--- src/rtl/amp_pin_defs.svh ---
// constants for the amplifier pin control and protection block
// assumes it is included by the pin control and protection module
`ifndef AMP_PIN_DEFS_SVH
`define AMP_PIN_DEFS_SVH

// number of output stages
`define NUM_STAGES 4

// synchroniser vector layout and reset value
`define SYNC_W 21
`define SYNC_RST 21'h00001
`define SY_PDN 0
`define SY_OUTPUT_TOPOLOGY_STRAP0 1
`define SY_OUTPUT_TOPOLOGY_STRAP1 2
`define SY_AMP_CONFIG_STRAP0 3
`define SY_AMP_CONFIG_STRAP1 4
`define SY_VOLA 5
`define SY_VOLB 6
`define SY_TREF 7
`define SY_TSNS 8
`define SY_TCOM 9
`define SY_OVC 10
`define SY_OVL 14
`define SY_UV 18

// cycles after reset release before straps are captured
`define STRAP_SETTLE 3'h5

// calibration counter width and saturation value
`define CAL_W 16
`define CAL_MAX 16'hFFFF

`endif

--- src/rtl/amp_pin_pkg.sv ---
// types shared by the amplifier pin control block
// assumes the constants header sits beside it
package amp_pin_pkg;
    // operating state of the device
    typedef enum logic [1:0] {
        ST_RESET = 2'b00,
        ST_INIT = 2'b01,
        ST_BOOT = 2'b10,
        ST_RUN = 2'b11
    } dev_state_t;
    // four configuration modes
    typedef enum logic [1:0] {
        MODE_0 = 2'b00,
        MODE_1 = 2'b01,
        MODE_2 = 2'b10,
        MODE_3 = 2'b11
    } cfg_mode_t;
    // per-stage monitor flags
    typedef struct packed {
        logic [3:0] overcurrent;
        logic [3:0] overload;
    } stage_flags_t;
    // supply undervoltage flags
    typedef struct packed {
        logic hv_rail;
        logic driver_regulator_rail;
        logic pwm_supply_rail;
    } supply_uv_t;
    // volume encoder step pulses
    typedef struct packed {
        logic up;
        logic down;
    } vol_step_t;
endpackage : amp_pin_pkg

--- src/rtl/pin_sync3.sv ---
// three-flop pin synchroniser with agreement filter
// assumes inputs are asynchronous to mclk_i
`timescale 1ns/1ps
module pin_sync3 #(
    parameter int W = 1,
    parameter logic [W-1:0] RST = '0
) (
    input wire logic mclk_i,
    input wire logic rst_i,
    input wire logic [W-1:0] pin_i,
    output logic [W-1:0] level_o
);
    logic [W-1:0] s1_q; // first stage, read by s2 only
    logic [W-1:0] s2_q;
    logic [W-1:0] s3_q;
    logic [W-1:0] level_q; // accepted level
    logic [W-1:0] agree;

    // second and third stage must agree before a change counts
    assign agree = ~(s2_q ^ s3_q);

    // ----------------------------------------
    // shift chain and filtered level
    // ----------------------------------------
    always_ff @(posedge mclk_i or posedge rst_i) begin
        if (rst_i) begin
            s1_q <= RST;
            s2_q <= RST;
            s3_q <= RST;
            level_q <= RST;
        end else begin
            s1_q <= pin_i;
            s2_q <= s1_q;
            s3_q <= s2_q;
            level_q <= (level_q & ~agree) | (s3_q & agree);
        end
    end

    assign level_o = level_q;
endmodule : pin_sync3

--- src/rtl/amp_pin_control_protect.sv ---
// pin control, pin role switching and stage protection
// assumes pins arrive asynchronous; firmware controls arrive on mclk_i
`timescale 1ns/1ps
`include "amp_pin_defs.svh"
module amp_pin_control_protect (
    input wire logic mclk_i,
    input wire logic rst_i,
    // power-down and straps
    input wire logic output_power_down_n_i,
    input wire logic output_topology_strap0_i,
    input wire logic output_topology_strap1_i,
    // analog monitor flags
    input wire amp_pin_pkg::stage_flags_t stage_flags_i,
    input wire amp_pin_pkg::supply_uv_t supply_uv_i,
    // firmware controls
    input wire logic [3:0] fw_stage_shutdown_i,
    input wire logic [3:0] fw_latch_clear_i,
    input wire logic temp_fault_i,
    input wire logic boot_start_i,
    input wire logic fw_run_i,
    input wire logic supply_sync_level_i,
    input wire logic spi_sck_i,
    input wire logic spi_mosi_i,
    input wire logic spi_miso_i,
    input wire logic temp_drive_i,
    input wire logic temp_drive_en_i,
    // shared pin: config strap 0 / protection status
    input wire logic amp_config_strap0_i,
    output logic amp_config_strap0_o,
    output logic amp_config_strap0_oe_o,
    // shared pin: config strap 1 / supply sync
    input wire logic amp_config_strap1_i,
    output logic supply_sync_out_o,
    output logic supply_sync_out_oe_o,
    // shared pin: spi clock / temperature reference
    input wire logic temp_reference_in_i,
    output logic temp_reference_in_o,
    output logic temp_reference_in_oe_o,
    // shared pin: spi master out / temperature sense
    input wire logic temp_sense_io_i,
    output logic temp_sense_io_o,
    output logic temp_sense_io_oe_o,
    // shared pin: slave select / volume phase a
    input wire logic volume_phase_a_i,
    // shared pin: spi master in / volume phase b
    input wire logic volume_phase_b_i,
    output logic volume_phase_b_o,
    output logic volume_phase_b_oe_o,
    // temperature common timing pin
    input wire logic temp_common_pin_i,
    // stage fault pins, open drain
    output logic [3:0] stage_fault_n_o,
    output logic [3:0] stage_fault_n_oe_o,
    // stage drive and status
    output logic [3:0] pwm_enable_o,
    output logic [3:0] stage_float_o,
    output logic audio_mute_o,
    output logic [3:0] oc_latched_o,
    output amp_pin_pkg::dev_state_t dev_state_o,
    output amp_pin_pkg::cfg_mode_t amp_mode_o,
    output amp_pin_pkg::cfg_mode_t topology_o,
    output logic mode_mismatch_o,
    output logic spi_rx_o,
    output amp_pin_pkg::vol_step_t vol_step_o,
    output logic temp_ref_level_o,
    output logic temp_sense_level_o,
    output logic [15:0] temp_cal_count_o
);
    import amp_pin_pkg::*;

    // ----------------------------------------
    // synchronised pins
    // ----------------------------------------
    logic [`SYNC_W-1:0] pins_raw; // all asynchronous inputs
    logic [`SYNC_W-1:0] pins_s; // filtered levels
    logic pd_s; // power-down requested
    logic uv_any; // any supply low
    logic [3:0] ovc_s; // overcurrent per stage
    logic [3:0] ovl_s; // overload per stage

    assign pins_raw = {supply_uv_i, stage_flags_i.overload, stage_flags_i.overcurrent,
                       temp_common_pin_i, temp_sense_io_i, temp_reference_in_i,
                       volume_phase_b_i, volume_phase_a_i, amp_config_strap1_i,
                       amp_config_strap0_i, output_topology_strap1_i,
                       output_topology_strap0_i, output_power_down_n_i};

    // every pin passes the filter first
    pin_sync3 #(
        .W(`SYNC_W),
        .RST(`SYNC_RST)
    ) u_sync (
        .mclk_i(mclk_i),
        .rst_i(rst_i),
        .pin_i(pins_raw),
        .level_o(pins_s)
    );

    // low level requests power-down
    assign pd_s = ~pins_s[`SY_PDN];
    // undervoltage on any stage supply
    assign uv_any = |pins_s[`SY_UV +: 3];
    assign ovc_s = pins_s[`SY_OVC +: 4];
    assign ovl_s = pins_s[`SY_OVL +: 4];

    // ----------------------------------------
    // operating state
    // ----------------------------------------
    dev_state_t state_q; // current operating state
    logic [2:0] settle_q; // strap settle counter
    logic settle_done; // straps valid
    logic run; // firmware running
    logic spi_role; // init or boot phase

    assign settle_done = (settle_q == `STRAP_SETTLE);
    assign run = (state_q == ST_RUN);
    assign spi_role = (state_q == ST_INIT) || (state_q == ST_BOOT);

    // counts edges until synchronised straps are valid
    always_ff @(posedge mclk_i or posedge rst_i) begin
        if (rst_i) begin
            settle_q <= 3'h0;
        end else if (state_q == ST_RESET && !settle_done) begin
            settle_q <= settle_q + 3'h1;
        end
    end

    // state walk; power-down never resets it
    always_ff @(posedge mclk_i or posedge rst_i) begin
        if (rst_i) begin
            state_q <= ST_RESET;
        end else begin
            case (state_q)
                ST_RESET: begin
                    // leave reset once straps settled
                    if (settle_done) begin
                        state_q <= ST_INIT;
                    end
                end
                ST_INIT: begin
                    if (boot_start_i) begin
                        state_q <= ST_BOOT;
                    end
                end
                ST_BOOT: begin
                    if (fw_run_i) begin
                        state_q <= ST_RUN;
                    end
                end
                ST_RUN: begin
                    // stays until reset
                    state_q <= ST_RUN;
                end
                default: begin
                    state_q <= ST_RESET;
                end
            endcase
        end
    end

    // ----------------------------------------
    // configuration capture
    // ----------------------------------------
    cfg_mode_t cfg_mode_q; // captured amplifier mode
    cfg_mode_t topo; // live topology straps
    logic mismatch_q; // strap pairs disagree

    // topology read live from the filtered pins, not captured
    assign topo = cfg_mode_t'(pins_s[`SY_OUTPUT_TOPOLOGY_STRAP1:`SY_OUTPUT_TOPOLOGY_STRAP0]);

    // capture on leaving reset, hold until next reset
    always_ff @(posedge mclk_i or posedge rst_i) begin
        if (rst_i) begin
            cfg_mode_q <= MODE_0;
        end else if (state_q == ST_RESET && settle_done) begin
            cfg_mode_q <= cfg_mode_t'(pins_s[`SY_AMP_CONFIG_STRAP1:`SY_AMP_CONFIG_STRAP0]);
        end
    end

    // board must set both pairs alike; flag when not
    always_ff @(posedge mclk_i or posedge rst_i) begin
        if (rst_i) begin
            mismatch_q <= 1'b0;
        end else begin
            mismatch_q <= (state_q != ST_RESET) && (topo != cfg_mode_q);
        end
    end

    // ----------------------------------------
    // stage protection
    // ----------------------------------------
    logic [3:0] oc_latch_q; // hardware overcurrent latch
    logic [3:0] fault_q; // fault pin pulled
    logic [3:0] pwm_en_q; // stage drive on
    logic mute_q; // audio outputs off
    logic status_n_q; // summary status, low on fault

    // overcurrent sets; power-down or firmware clears; set wins
    always_ff @(posedge mclk_i or posedge rst_i) begin
        if (rst_i) begin
            oc_latch_q <= 4'h0;
        end else begin
            oc_latch_q <= ovc_s | (oc_latch_q & ~({4{pd_s}} | fw_latch_clear_i));
        end
    end

    // per-stage fault pin and drive enable
    for (genvar i = 0; i < `NUM_STAGES; i++) begin : g_stage
        always_ff @(posedge mclk_i or posedge rst_i) begin
            if (rst_i) begin
                fault_q[i] <= 1'b0;
                pwm_en_q[i] <= 1'b0;
            end else begin
                // own flags, plus shared supply and power-down
                fault_q[i] <= pd_s | uv_any | ovc_s[i] | ovl_s[i];
                // drive stops at once on overcurrent, not a cycle after the latch
                pwm_en_q[i] <= run & ~pd_s & ~uv_any & ~oc_latch_q[i]
                               & ~ovc_s[i] & ~fw_stage_shutdown_i[i] & ~temp_fault_i;
            end
        end
        // open drain: only ever pulls low
        assign stage_fault_n_o[i] = 1'b0;
        assign stage_fault_n_oe_o[i] = fault_q[i];
    end

    // audio mute and summary status
    always_ff @(posedge mclk_i or posedge rst_i) begin
        if (rst_i) begin
            mute_q <= 1'b1;
            status_n_q <= 1'b1;
        end else begin
            mute_q <= pd_s;
            status_n_q <= ~(pd_s | uv_any | (|ovc_s) | (|ovl_s) | (|oc_latch_q) | temp_fault_i);
        end
    end

    // ----------------------------------------
    // shared pin roles by state
    // ----------------------------------------
    logic spi_master; // slave select high means master

    assign spi_master = pins_s[`SY_VOLA];

    always_comb begin
        // released by default
        amp_config_strap0_o = 1'b0;
        amp_config_strap0_oe_o = 1'b0;
        supply_sync_out_o = 1'b0;
        supply_sync_out_oe_o = 1'b0;
        temp_reference_in_o = 1'b0;
        temp_reference_in_oe_o = 1'b0;
        temp_sense_io_o = 1'b0;
        temp_sense_io_oe_o = 1'b0;
        volume_phase_b_o = 1'b0;
        volume_phase_b_oe_o = 1'b0;
        if (run) begin
            // strap pins become outputs
            amp_config_strap0_o = status_n_q;
            amp_config_strap0_oe_o = 1'b1;
            supply_sync_out_o = supply_sync_level_i;
            supply_sync_out_oe_o = 1'b1;
            // reference is input, sense is firmware i/o
            temp_sense_io_o = temp_drive_i;
            temp_sense_io_oe_o = temp_drive_en_i;
        end else if (spi_role) begin
            // clock out, data direction from slave select
            temp_reference_in_o = spi_sck_i;
            temp_reference_in_oe_o = 1'b1;
            if (spi_master) begin
                temp_sense_io_o = spi_mosi_i;
                temp_sense_io_oe_o = 1'b1;
            end else begin
                volume_phase_b_o = spi_miso_i;
                volume_phase_b_oe_o = 1'b1;
            end
        end
    end

    // received spi data bit
    logic spi_rx_q;
    always_ff @(posedge mclk_i or posedge rst_i) begin
        if (rst_i) begin
            spi_rx_q <= 1'b0;
        end else if (spi_role) begin
            spi_rx_q <= spi_master ? pins_s[`SY_VOLB] : pins_s[`SY_TSNS];
        end
    end

    // ----------------------------------------
    // rotary volume encoder
    // ----------------------------------------
    logic [1:0] enc_q; // previous phase a, b
    logic [1:0] enc_now; // current phase a, b
    vol_step_t step_q; // step pulses
    logic one_change; // exactly one phase moved

    assign enc_now = {pins_s[`SY_VOLA], pins_s[`SY_VOLB]};
    assign one_change = ^(enc_now ^ enc_q);

    // direction from old phase a against new phase b
    always_ff @(posedge mclk_i or posedge rst_i) begin
        if (rst_i) begin
            enc_q <= 2'b00;
            step_q <= '0;
        end else begin
            enc_q <= enc_now;
            step_q.up <= run & one_change & (enc_q[1] ^ enc_now[0]);
            step_q.down <= run & one_change & ~(enc_q[1] ^ enc_now[0]);
        end
    end

    // ----------------------------------------
    // temperature calibration timer
    // ----------------------------------------
    logic tcom_q; // previous common pin level
    logic tcom_rise; // rising edge seen
    logic [`CAL_W-1:0] cal_cnt_q; // clocks since last edge
    logic [`CAL_W-1:0] cal_q; // last full period

    assign tcom_rise = pins_s[`SY_TCOM] & ~tcom_q;

    // period of the common pin in system clocks
    always_ff @(posedge mclk_i or posedge rst_i) begin
        if (rst_i) begin
            tcom_q <= 1'b0;
            cal_cnt_q <= '0;
            cal_q <= '0;
        end else begin
            tcom_q <= pins_s[`SY_TCOM];
            if (!run) begin
                cal_cnt_q <= '0;
            end else if (tcom_rise) begin
                cal_q <= cal_cnt_q;
                cal_cnt_q <= `CAL_W'(1);
            end else if (cal_cnt_q != `CAL_MAX) begin
                cal_cnt_q <= cal_cnt_q + `CAL_W'(1);
            end
        end
    end

    // ----------------------------------------
    // outputs
    // ----------------------------------------
    assign pwm_enable_o = pwm_en_q;
    assign stage_float_o = ~pwm_en_q;
    assign audio_mute_o = mute_q;
    assign oc_latched_o = oc_latch_q;
    assign dev_state_o = state_q;
    assign amp_mode_o = cfg_mode_q;
    assign topology_o = topo;
    assign mode_mismatch_o = mismatch_q;
    assign spi_rx_o = spi_rx_q;
    assign vol_step_o = step_q;
    assign temp_ref_level_o = pins_s[`SY_TREF];
    assign temp_sense_level_o = pins_s[`SY_TSNS];
    assign temp_cal_count_o = cal_q;

    for (genvar k = 0; k < `NUM_STAGES; k++) begin : g_chk

    end
endmodule : amp_pin_control_protect

--- config.mk ---
export PLATFORM = sky130hd
export DESIGN_NAME = amp_pin_control_protect
export DESIGN_NICKNAME = d
export VERILOG_FILES = /design/src/rtl/amp_pin_pkg.sv /design/src/rtl/pin_sync3.sv /design/src/rtl/amp_pin_control_protect.sv
export VERILOG_INCLUDE_DIRS = /design/src /design/src/rtl
export SDC_FILE = /design/constraint.sdc
export NUM_CORES = 1
export LEC_CHECK = 0
export ABC_CLOCK_PERIOD_IN_PS = 5500
export BUFFER_PORTS_ARGS = -buffer_cell sky130_fd_sc_hd__buf_2
export CORE_MARGIN = 4
export CORE_UTILIZATION = 53
export DETAILED_ROUTE_END_ITERATION = 8
export HOLD_SLACK_MARGIN = 0.05
export PLACE_DENSITY = 0.77
export SYNTH_ARGS = -nofsm -noshare
export SYNTH_HDL_FRONTEND = slang
export SYNTH_SLANG_ARGS = --single-unit
--- constraint.sdc ---
create_clock -name mclk_i -period 5.5 [get_ports mclk_i]
set_input_delay 0.55 -clock mclk_i [delete_from_list [all_inputs] [get_ports mclk_i]]
set_output_delay 0.55 -clock mclk_i [all_outputs]
set_load 0.02 [all_outputs]
### After elaboration in Yosys (flattened, before gate mapping)

Index checks and enable logic that the tools add are counted.

| storage, ports and cells | value |
|---|---|
| output and inout port bits | 59 |
| flip-flop bits (word level) | 144 |
| logic and storage cells | 145 |

| cells by class | value |
|---|---|
| bitwise operators | 66 |
| reductions and logical operators | 14 |
| eq/ne operators | 10 |
| $add $sub $neg | 2 |
| muxes and demuxes | 27 |

Operators by type and width:

| cell | count |
|---|---|
| $mux W16 | 3 |
| $and A21 B21 Y21 | 2 |
| $not A21 Y21 | 2 |
| $and A1 B1 Y1 | 22 |
| $or A21 B21 Y21 | 1 |
| $xor A21 B21 Y21 | 1 |
| $mux W1 | 20 |
| $not A1 Y1 | 18 |
| $add A16 B1 Y16 const B | 1 |
| $ne A16 B16 Y1 const B | 1 |
| $or A1 B1 Y1 | 13 |
| $reduce_or A4 Y1 | 3 |
| $not A4 Y4 | 2 |
| $or A4 B4 Y4 | 2 |
| $pmux W2 S4 | 1 |
| $mux W2 | 3 |
| $ne A2 B2 Y1 const B | 3 |
| $and A4 B4 Y4 | 1 |
| $eq A2 B2 Y1 const B | 2 |
| $add A3 B1 Y3 const B | 1 |
| $eq A3 B3 Y1 const B | 1 |
| $logic_and A1 B1 Y1 | 3 |
| $ne A3 B1 Y1 const B | 1 |
| $reduce_and A3 Y1 | 1 |
| 11 further kinds | 11 |

### Logic depth before layout (Yosys ltp)

Gate-level depths: netlist of the first run.

| logic depth | value |
|---|---|
| depth after elaboration | 7 |
| depth in mapped cells | 6 |

### Cells and area by module

From an unflattened synthesis of the first run, not the netlist that was laid out.

| second synthesis, totals | value |
|---|---|
| cell total of the unflattened synthesis | 350 |
| area, all modules | 5119.9 sq um |

Modules (own cells, without submodules):

| module | cells each | area each (sq um) | sequential area each (sq um) | times used |
|---|---|---|---|---|
| amp_pin_control_protect | 244 | 2772.7 | 1503.9 | 1 |
| pin_sync3 | 106 | 2347.3 | 2107.0 | 1 |

### Worst setup path before layout of the first run

OpenSTA, ideal clock, no wires.

| timing | value |
|---|---|
| path kind | reg2out |
| start | register state_q[0] (netlist: dev_state_o[0]) |
| end | output port volume_phase_b_o |
| cell stages (with the launch flop) | 5 |
| slack | 2.968 ns |
| buffers on the path | 0 |
| arrival | 1.982 ns |
| required time | 4.950 ns |
| path through | dfrtp_1 -> inv_1 -> ha_1 -> nor3b_1 -> and2_1 |

| between the ends | value |
|---|---|
| longest elaborated chain between the ends | 4 |

Ends and longest elaborated chain:

| element | line | RTL |
|---|---|---|
| from (decl) | amp_pin_control_protect.sv:108 | `dev_state_t state_q;` |
| from (signal assigned) | amp_pin_control_protect.sv:130 | `state_q <= ST_RESET;` |
| from (signal assigned) | amp_pin_control_protect.sv:136 | `state_q <= ST_INIT;` |
| from (signal assigned) | amp_pin_control_protect.sv:141 | `state_q <= ST_BOOT;` |
| $eq A2 B1 Y1 / $eq A2 B2 Y1 (equally long branches) | amp_pin_control_protect.sv:116 | `assign spi_role = (state_q == ST_INIT) \|\| (state_q == ST_BOOT);` |
| $logic_or A1 B1 Y1 | amp_pin_control_protect.sv:116 |  |
| $mux W1 | amp_pin_control_protect.sv:264 | `end else if (spi_role) begin` |
| $mux W1 * | amp_pin_control_protect.sv:255 | `if (run) begin` |
| to (decl) | amp_pin_control_protect.sv:47 | `output logic volume_phase_b_o,` |

Every way passes the cells marked *; elsewhere a longest branch is shown, timed or not.

### Worst setup path in the final report of the first run

Same ends and word-level chain as after synthesis.

==> results.cfg, run 1 <==
[clock_tree]
h-tree-depth = 4
clock-sinks = 144
clockRootBuffer = clkbuf_8
post_cts_buffers = 0
clkTransAtPathRegs_ps = 60
clk_latency_ps = 500
cts_tree = yes
cts.repair.resized = 0
cts_made_buffers = 17
clock_path_buffers = 2
hold_buffers = 0

[timing]
tightest_slew_ps = 1100
fin_setup_tns_ps = 0
max_freq_mhz = 396
finalClockSkew_ps = 8.43
maxSlewViolCount = 0
slew_headroom = 0.259
period_share = 0.459
worst_slack_ps = 2970
finalSetupViolations = 0
period_needed_ps = 2530
holdWs_ps = 147
rsz0062_at_grt = no
hold_viol = 0

[synth]
synth_area_um2 = 5020
ys.flop_type = dfrtp_1
synth-edff-count = 0
syn_area_per_cell_um2 = 14.6
netlist.area_leader.share = 0.687
yosys.area.top_type = dfrtp_1
ys_ff_latch = 144
netlist-cell-type-count = 46
synthArstFlopShare = 1.00
ys_seq_area_frac = 0.719
yosys_warnings = 0
ys_top_cells_by_area = dfrtp_1, maj3_1, mux2_2, dfstp_2, ha_1
synth_cells = 344

[placed_design]
dp_cells = 559
gp_congestion = 0.782
pre_cts_slack_ps = 3200
placed_area_um2 = 5610
io_buffers = 94
dpl.hpwl_mm = 5.90

[pwr]
p_int_mw = 1.87
combinationalPowerShare = 0.078
power_density_nw_per_um2 = 404
power_frac_clock = 0.441
max-vdd-ir-drop_mv = 0.258
power.switching_mw = 0.637
power.share.switching = 0.255
seq_power_share = 0.481
power_leakage_nw = 2.91

[floorplanning]
num_rows = 35
core_area_um2 = 9240
die_y_um = 105
ios = 99
start_util = 0.544
die_area_um2 = 11100
die_x_um = 105

[cells_and_area]
fillCellCount = 685
final_net_count = 496
drive_gt1_frac = 0.346
syn_to_final_growth_pct = 23.2
final_cell_count_no_fill = 591
stdcell_area_um2 = 6190
antennaDiodeCount = 0

[detailed_routing]
drtIter0Drc = 146
first_pass_iters = 6
drtAntennaViolNets = 0
vias_per_cell = 5.06
drcViolationCount = 0
routedWlPerCell_um = 14.9
via_count = 2989
routed_wl_mm = 8.82

[global_routing]
grt_max_degree = 80
grt_overflow = 0
grt_pass1_vias = 3147
grt_pass1_wl_mm = 15.3
antenna_found_initial = 0
grtUsageTotal = 0.173

[run]
maxCapViolCount = 0

[setup_path]
crit_arrival_ps = 1980
cp_data_required_time_ps = 4950
critPathKind = flip-flop to output port
cp-start-kind = flip-flop
cp_max_fo = 17
cp-end-kind = output port

[hold_path]
hp-class = primary input to flip-flop

[status]
status = completed
## stage by stage
stage                     power (mW)   util
after global placement          1.41  0.607
after global routing            2.61  0.670
after CTS                       2.53  0.670
final                           2.50  0.670
after detailed placement        1.42  0.607
after floorplan                 1.34      -
## path summary, 6_finish.rpt
check | endpoint | depth (start not counted) | startpoint | slack [ps]
worst max-delay path | volume_phase_b_o | 4 | dev_state_o[0]$_DFFE_PP0P_ | 2970
worst min-delay path | u_sync.s1_q[0]$_DFF_PP1_ | 1 | output_power_down_n_i | 150
worst max register to register | cal_cnt_q[4]$_DFFE_PP0P_ | 5 | cal_cnt_q[0]$_DFFE_PP0P_ | 3160
worst min register to register | u_sync.s2_q[9]$_DFF_PP0_ | 0 | u_sync.s1_q[9]$_DFF_PP0_ | 350
max in group asynchronous | asynchronous set/reset pin | 3 | rst_i | 4080
min in group asynchronous | spi_rx_o$_DFFE_PP0N_ | 2 | rst_i | 170
## metal layers
metal  global-route usage  up-vias  part of all wire
li1                     -     1408                 -
met5                    0        -                 0
met3               0.0588       10             0.051
met1                0.228     1484              0.44
met2                0.274       87              0.50
met4               0.0544        0             0.010
## area by class of cell
cell class	count	area [um^2]	share of cell area
Tap cell	129	161	0.0261
Inverter	15	61.3	0.00990
Clock buffer	19	442	0.0714
Sequential cell	144	3610	0.583
Timing Repair Buffer	95	478	0.0772
Clock inverter	13	141	0.0228
Multi-Input combinational cell	176	1290	0.209
## power by group through the flow
stage               Clock, mW  Sequential, mW  Combinational (mW)
floorplan                   0            1.24               0.105
global placement            0            1.22               0.191
detailed placement          0            1.22               0.196
CTS                      1.12            1.20               0.198
global route             1.18            1.22               0.217
finish                   1.10            1.20               0.194
## synthesized netlist by cell type (all sizes together), types with 3 or more instances
cell type,n
dfrtp,138
maj3,21
mux2,17
inv,15
nand2,15
o21ai,14
a21oi,10
or3,9
buf,8
nor2,8
ha,7
nor4,7
dfstp,6
nand4,6
nand3,5
xnor2,5
and3,4
clkbuf,4
mux2i,4
nor3,4
or4,4
a31oi,3
and2,3
nor2b,3
o21bai,3
## cells by family after synthesis
kind of cell,share of synthesized area
flops,0.719
simple gates,0.0879
compound gates,0.0493
fa+ha+maj,0.0593
buf+inv,0.0257
mux,0.0461
xor+xnor,0.0122
other cells,0.000746
## placed cells by master (no fill, tap or decap), types with 8 or more instances in the layout
cell,synthesis,routed
a21oi_1,10,10
buf_2,1,94
clkbuf_16,0,16
dfrtp_1,138,138
inv_1,14,13
maj3_1,21,21
mux2_2,17,17
nand2_1,15,15
nor2_1,8,8
o21ai_0,14,14
or3_1,9,9
## critical path, stage by stage (launching register included)
cell and delay, ps:
dfrtp_1 410, ha_1 420, nor3b_1 330, and2_1 160, buf_2 150
(Power assumes the default switching activity.)
==> run 2, diff against run 1 <==
--- a/config.mk
+++ b/config.mk
@@ -6,13 +6,13 @@
 export SDC_FILE = /design/constraint.sdc
 export NUM_CORES = 1
 export LEC_CHECK = 0
-export ABC_CLOCK_PERIOD_IN_PS = 5500
+export ABC_CLOCK_PERIOD_IN_PS = 2200
 export BUFFER_PORTS_ARGS = -buffer_cell sky130_fd_sc_hd__buf_2
 export CORE_MARGIN = 4
-export CORE_UTILIZATION = 53
+export CORE_UTILIZATION = 49
 export DETAILED_ROUTE_END_ITERATION = 8
 export HOLD_SLACK_MARGIN = 0.05
-export PLACE_DENSITY = 0.77
+export PLACE_DENSITY = 0.75
 export SYNTH_ARGS = -nofsm -noshare
 export SYNTH_HDL_FRONTEND = slang
 export SYNTH_SLANG_ARGS = --single-unit
==> constraint.sdc (replaced) <==
create_clock -name mclk_i -period 2.2 [get_ports mclk_i]
set_input_delay 0.22 -clock mclk_i [delete_from_list [all_inputs] [get_ports mclk_i]]
set_output_delay 0.22 -clock mclk_i [all_outputs]
set_load 0.02 [all_outputs]
==> run 2 against run 1 <==
Against the previous run: routed wire length rose by 13%; clock power rose by 140%; total power increased by 150%; die area up 7.5%; first-iteration DRC count is 5.5% higher; final area increased by 6.4%; global-route usage rose by 0.24 points; hold slack worse by 29 ps; largest cell class unchanged; highest routed layer unchanged.
==> results.cfg, run 2 (synthesis gave the netlist of run 1 again) <==
[setup_path]
crit_chain = inv_1, ha_2, nor3b_2, and2_1, buf_2
cp_max_fo = 7
cp_num_buf_inv = 2
critPathKind = flip-flop to output port
cp-start-kind = flip-flop
cp_data_required_time_ps = 1980
max_stage_delay_ps = 400
cp-end-kind = output port
crit_arrival_ps = 1880
cp_top_family = flip-flops
crit_slowest_cell = dfrtp_1

[hold_path]
hp-class = primary input to flip-flop

[floorplanning]
core_area_um2 = 9860
start_util = 0.509
die_y_um = 109
die_x_um = 109
die_area_um2 = 11900
ios = 99
num_rows = 36

[cells_and_area]
syn_to_final_growth_pct = 31.1
multi_input_area_um2 = 1310
drive_gt1_frac = 0.333
regArea_um2 = 3610
mostFrequentLayoutCells = dfrtp_1, buf_2, dlygate4sd3_1, maj3_1, mux2_2
final_net_count = 535
utilization = 0.668
antennaDiodeCount = 0
fillCellCount = 710
mostFrequentLayoutCell = dfrtp_1

[pwr]
power_leakage_nw = 3.06
power_density_nw_per_um2 = 937
max-vdd-ir-drop_mv = 0.622

[timing]
hold_viol = 0
rsz0062_at_grt = no
finalSetupViolations = 0
period_needed_ps = 2100
fin_setup_tns_ps = 0
maxSlewViolCount = 0
finalClockSkew_ps = 7.92
max_freq_mhz = 476
period_share = 0.955

[clock_tree]
clkTransAtPathRegs_ps = 60
cts_tree = yes
clk_latency_ps = 510
h-tree-depth = 4
clock_path_buffers = 2
cts_made_buffers = 17
clockRootBuffer = clkbuf_8
clock-sinks = 144

[detailed_routing]
routedWlPerCell_um = 15.7
via_count = 3183
drtIter0Drc = 154
drtAntennaViolNets = 0
drcViolationCount = 0
routed_wl_mm = 9.93
vias_per_cell = 5.02
first_pass_iters = 4

[placed_design]
io_buffers = 94
dpl.hpwl_mm = 6.19
gp_congestion = 0.838

[global_routing]
grt_max_degree = 61
grt_overflow = 0
grtUsageTotal = 0.176
antenna_found_initial = 0
grt_pass1_vias = 3167
grt_pass1_wl_mm = 15.7

[run]
maxCapViolCount = 0

[status]
status = completed
[run 2: layout make-up]
type,instances,share of cell area
Clock inverter,11,0.0165
Timing Repair Buffer,134,0.135
Inverter,15,0.00912
Sequential cell,144,0.548
Clock buffer,21,0.0667
Tap cell,133,0.0253
Multi-Input combinational cell,176,0.199
[run 2: power by group]
group          total, mW  switching, mW  internal [mW]
Sequential          3.01          0.160           2.85
Combinational      0.550          0.299          0.251
Clock               2.61           1.07           1.54
[run 2: worst min-delay path: stages]
cell and delay, ps:
buf_2 70, o21ai_0 120, o21ai_0 180
[run 2: per-layer routing]
layer,part of all wire,GRT usage,vias to the layer above,routed length [um]
met1,0.41,0.215,1581,4110
met2,0.52,0.292,86,5130
met5,0,0,-,0
li1,-,-,1496,-
met3,0.047,0.0527,20,464
met4,0.022,0.0730,0,222
[run 2: timing repair]
action,CTS,global route
cloned,0,0
setup endpoints to repair,1,5
hold buffers,32,0
hold endpoints to repair,169,0
buffers inserted,0,0
resized for setup,1,2
[run 2: through the flow]
stage / worst slack (ps) / area, um^2 / total power, mW / hold slack [ps] / std cells
after floorplan: 180 / 5040 / 3.36 / 224 / 347
after global placement: 351 / 5710 / 3.54 / 169 / 570
after detailed placement: 113 / 5710 / 3.57 / 165 / 570
after CTS: 57.1 / 6580 / 6.23 / 92.5 / 634
after global routing: 3.40 / 6590 / 6.44 / 126 / 634
final: 99.0 / 6590 / 6.17 / 118 / 634
[run 2: final timing paths]
check	start	end	slack (ps)	cells after the start
min reg2reg	u_sync.s1_q[14]$_DFF_PP0_	u_sync.s2_q[14]$_DFF_PP0_	350	0
min	fw_run_i	dev_state_o[0]$_DFFE_PP0P_	120	3
max in group asynchronous	rst_i	cal_cnt_q[10]$_DFFE_PP0P_	1460	4
max reg2reg	flip-flop	pwm_enable_o[0]$_DFF_PP0_	120	4
max	dev_state_o[1]$_DFFE_PP0P_	volume_phase_b_o	100	5
min in group asynchronous	rst_i	u_sync.s2_q[7]$_DFF_PP0_	180	3
==> run 3, diff against run 2 <==
--- a/config.mk
+++ b/config.mk
@@ -11,7 +11,7 @@
 export CORE_MARGIN = 4
 export CORE_UTILIZATION = 49
 export DETAILED_ROUTE_END_ITERATION = 8
-export HOLD_SLACK_MARGIN = 0.05
+export HOLD_SLACK_MARGIN = 0.15
 export PLACE_DENSITY = 0.75
 export SYNTH_ARGS = -nofsm -noshare
 export SYNTH_HDL_FRONTEND = slang
==> run 3 against run 2 <==
Against the previous run: clock power about the same; fmax up 0.28%; via count down 0.44%; register-to-register slack about the same; largest power group unchanged; count of clock-buffer cells in the layout unchanged; final area up 0.27%; non-clock buffer count up 2; combinational power about the same; sequential cell count unchanged; sequential power about the same.
==> results.cfg, run 3 (synthesis gave the netlist of run 1 again) <==
[cells_and_area]
antennaDiodeCount = 0
drive_gt1_frac = 0.334
stdcell_area_um2 = 6610
mostFrequentLayoutCells = dfrtp_1, buf_2, dlygate4sd3_1, maj3_1, mux2_2
syn_to_final_growth_pct = 31.5
final_cell_count_no_fill = 636
mostFrequentLayoutCell = dfrtp_1
final_net_count = 537

[timing]
period_share = 0.952
max_freq_mhz = 477
hold_viol = 0
finalSetupViolations = 0
maxSlewViolCount = 0
period_needed_ps = 2100
finalClockSkew_ps = 7.93
holdWs_ps = 181

[setup_path]
cp_max_fo = 7
crit_arrival_ps = 1880
reg2reg_setup_slack_ps = 110
timing.rr.end = pwm_enable_o[0]$_DFF_PP0_
rr_worst_depth = 4
cp_data_required_time_ps = 1980
cp-end-kind = output port
cp-start-kind = flip-flop
critPathKind = flip-flop to output port

[floorplanning]
die_x_um = 109
num_rows = 36
ios = 99
die_y_um = 109
start_util = 0.509
die_area_um2 = 11900
core_area_um2 = 9860

[global_routing]
grt_pass1_vias = 3175
antenna_found_initial = 0
grt_overflow = 0
grtUsageTotal = 0.176
grt_pass1_wl_mm = 15.8
grt_max_degree = 61

[pwr]
power_density_nw_per_um2 = 935
power_leakage_nw = 3.07
max-vdd-ir-drop_mv = 0.622

[placed_design]
io_buffers = 94
placed_area_um2 = 5710
gp_congestion = 0.838
dp_cells = 570
dpl.hpwl_mm = 6.19

[status]
status = completed

[detailed_routing]
routedWlPerCell_um = 15.6
first_pass_iters = 4
routed_wl_mm = 9.94
via_count = 3169
drtIter0Drc = 146
vias_per_cell = 4.98
drcViolationCount = 0
drtAntennaViolNets = 0

[clock_tree]
h-tree-depth = 4
clock_path_buffers = 2
cts_made_buffers = 17
clockRootBuffer = clkbuf_8
clock-sinks = 144
clkTransAtPathRegs_ps = 60
cts_tree = yes
clk_latency_ps = 510

[run]
maxCapViolCount = 0

[hold_path]
hp-class = primary input to asynchronous set/reset pin
[run 3: cell types whose count changed in the layout (fill, tap and decap cells not counted), sizes merged]
cell,delta
dlygate4sd3,+1
buf,+1
[run 3: metal layers]
layer | routed length [um] | track usage
met4 | 222 | 0.0730
met5 | 0 | 0
met3 | 430 | 0.0527
met2 | 5160 | 0.293
met1 | 4130 | 0.215
[run 3: layout make-up]
| cell class | count | area (um^2) |
|---|---|---|
| well taps | 133 | 166 |
| inverters | 15 | 60.1 |
| repair buffers | 136 | 906 |
| clock buffers | 21 | 439 |
| multi-input cells | 176 | 1310 |
| fillers | 708 | 3260 |
| clock inverters | 11 | 109 |
| flip-flops and latches | 144 | 3610 |
[run 3: report_power, final]
group	internal, mW	switching (mW)
combinational	0.251	0.300
sequential	2.85	0.160
clock	1.54	1.07
total	4.64	1.53
[run 3: worst max path at each step]
stage,startpoint,endpoint,slack (ps),cells past startpoint
floorplan,rst_i,asynchronous set/reset pin,180,1
global placement,flip-flop,pwm_enable_o[0]$_DFF_PP0_,350,4
detailed placement,cal_cnt_q[0]$_DFFE_PP0P_,cal_cnt_q[4]$_DFFE_PP0P_,110,6
CTS,dev_state_o[0]$_DFFE_PP0P_,volume_phase_b_o,60,5
global route,dev_state_o[1]$_DFFE_PP0P_,dev_state_o[0]$_DFFE_PP0P_,-20,7
finish,dev_state_o[1]$_DFFE_PP0P_,volume_phase_b_o,100,5
[run 3: what timing repair did]
item                                    in CTS  in global routing
endpoints found under the setup margin       1                  6
hold endpoints to repair                   176                  0
setup buffers                                0                  1
gates resized for setup                      1                  2
hold buffers                                33                  0
[run 3: through the flow]
step	total power, mW	util	setup TNS [ps]	worst slack [ps]
CTS	6.23	0.668	0	57.1
global route	6.44	0.670	-24.9	-24.9
detailed placement	3.57	0.578	0	113
global placement	3.54	0.578	0	351
finish	6.18	0.670	0	105
floorplan	3.36	-	0	180
[run 3: worst max-delay path, stage by stage, from the launching register on]
cell     delay (ps)
dfrtp_1         400
inv_1           100
ha_2            400
nor3b_2         190
and2_1          130
buf_2           150
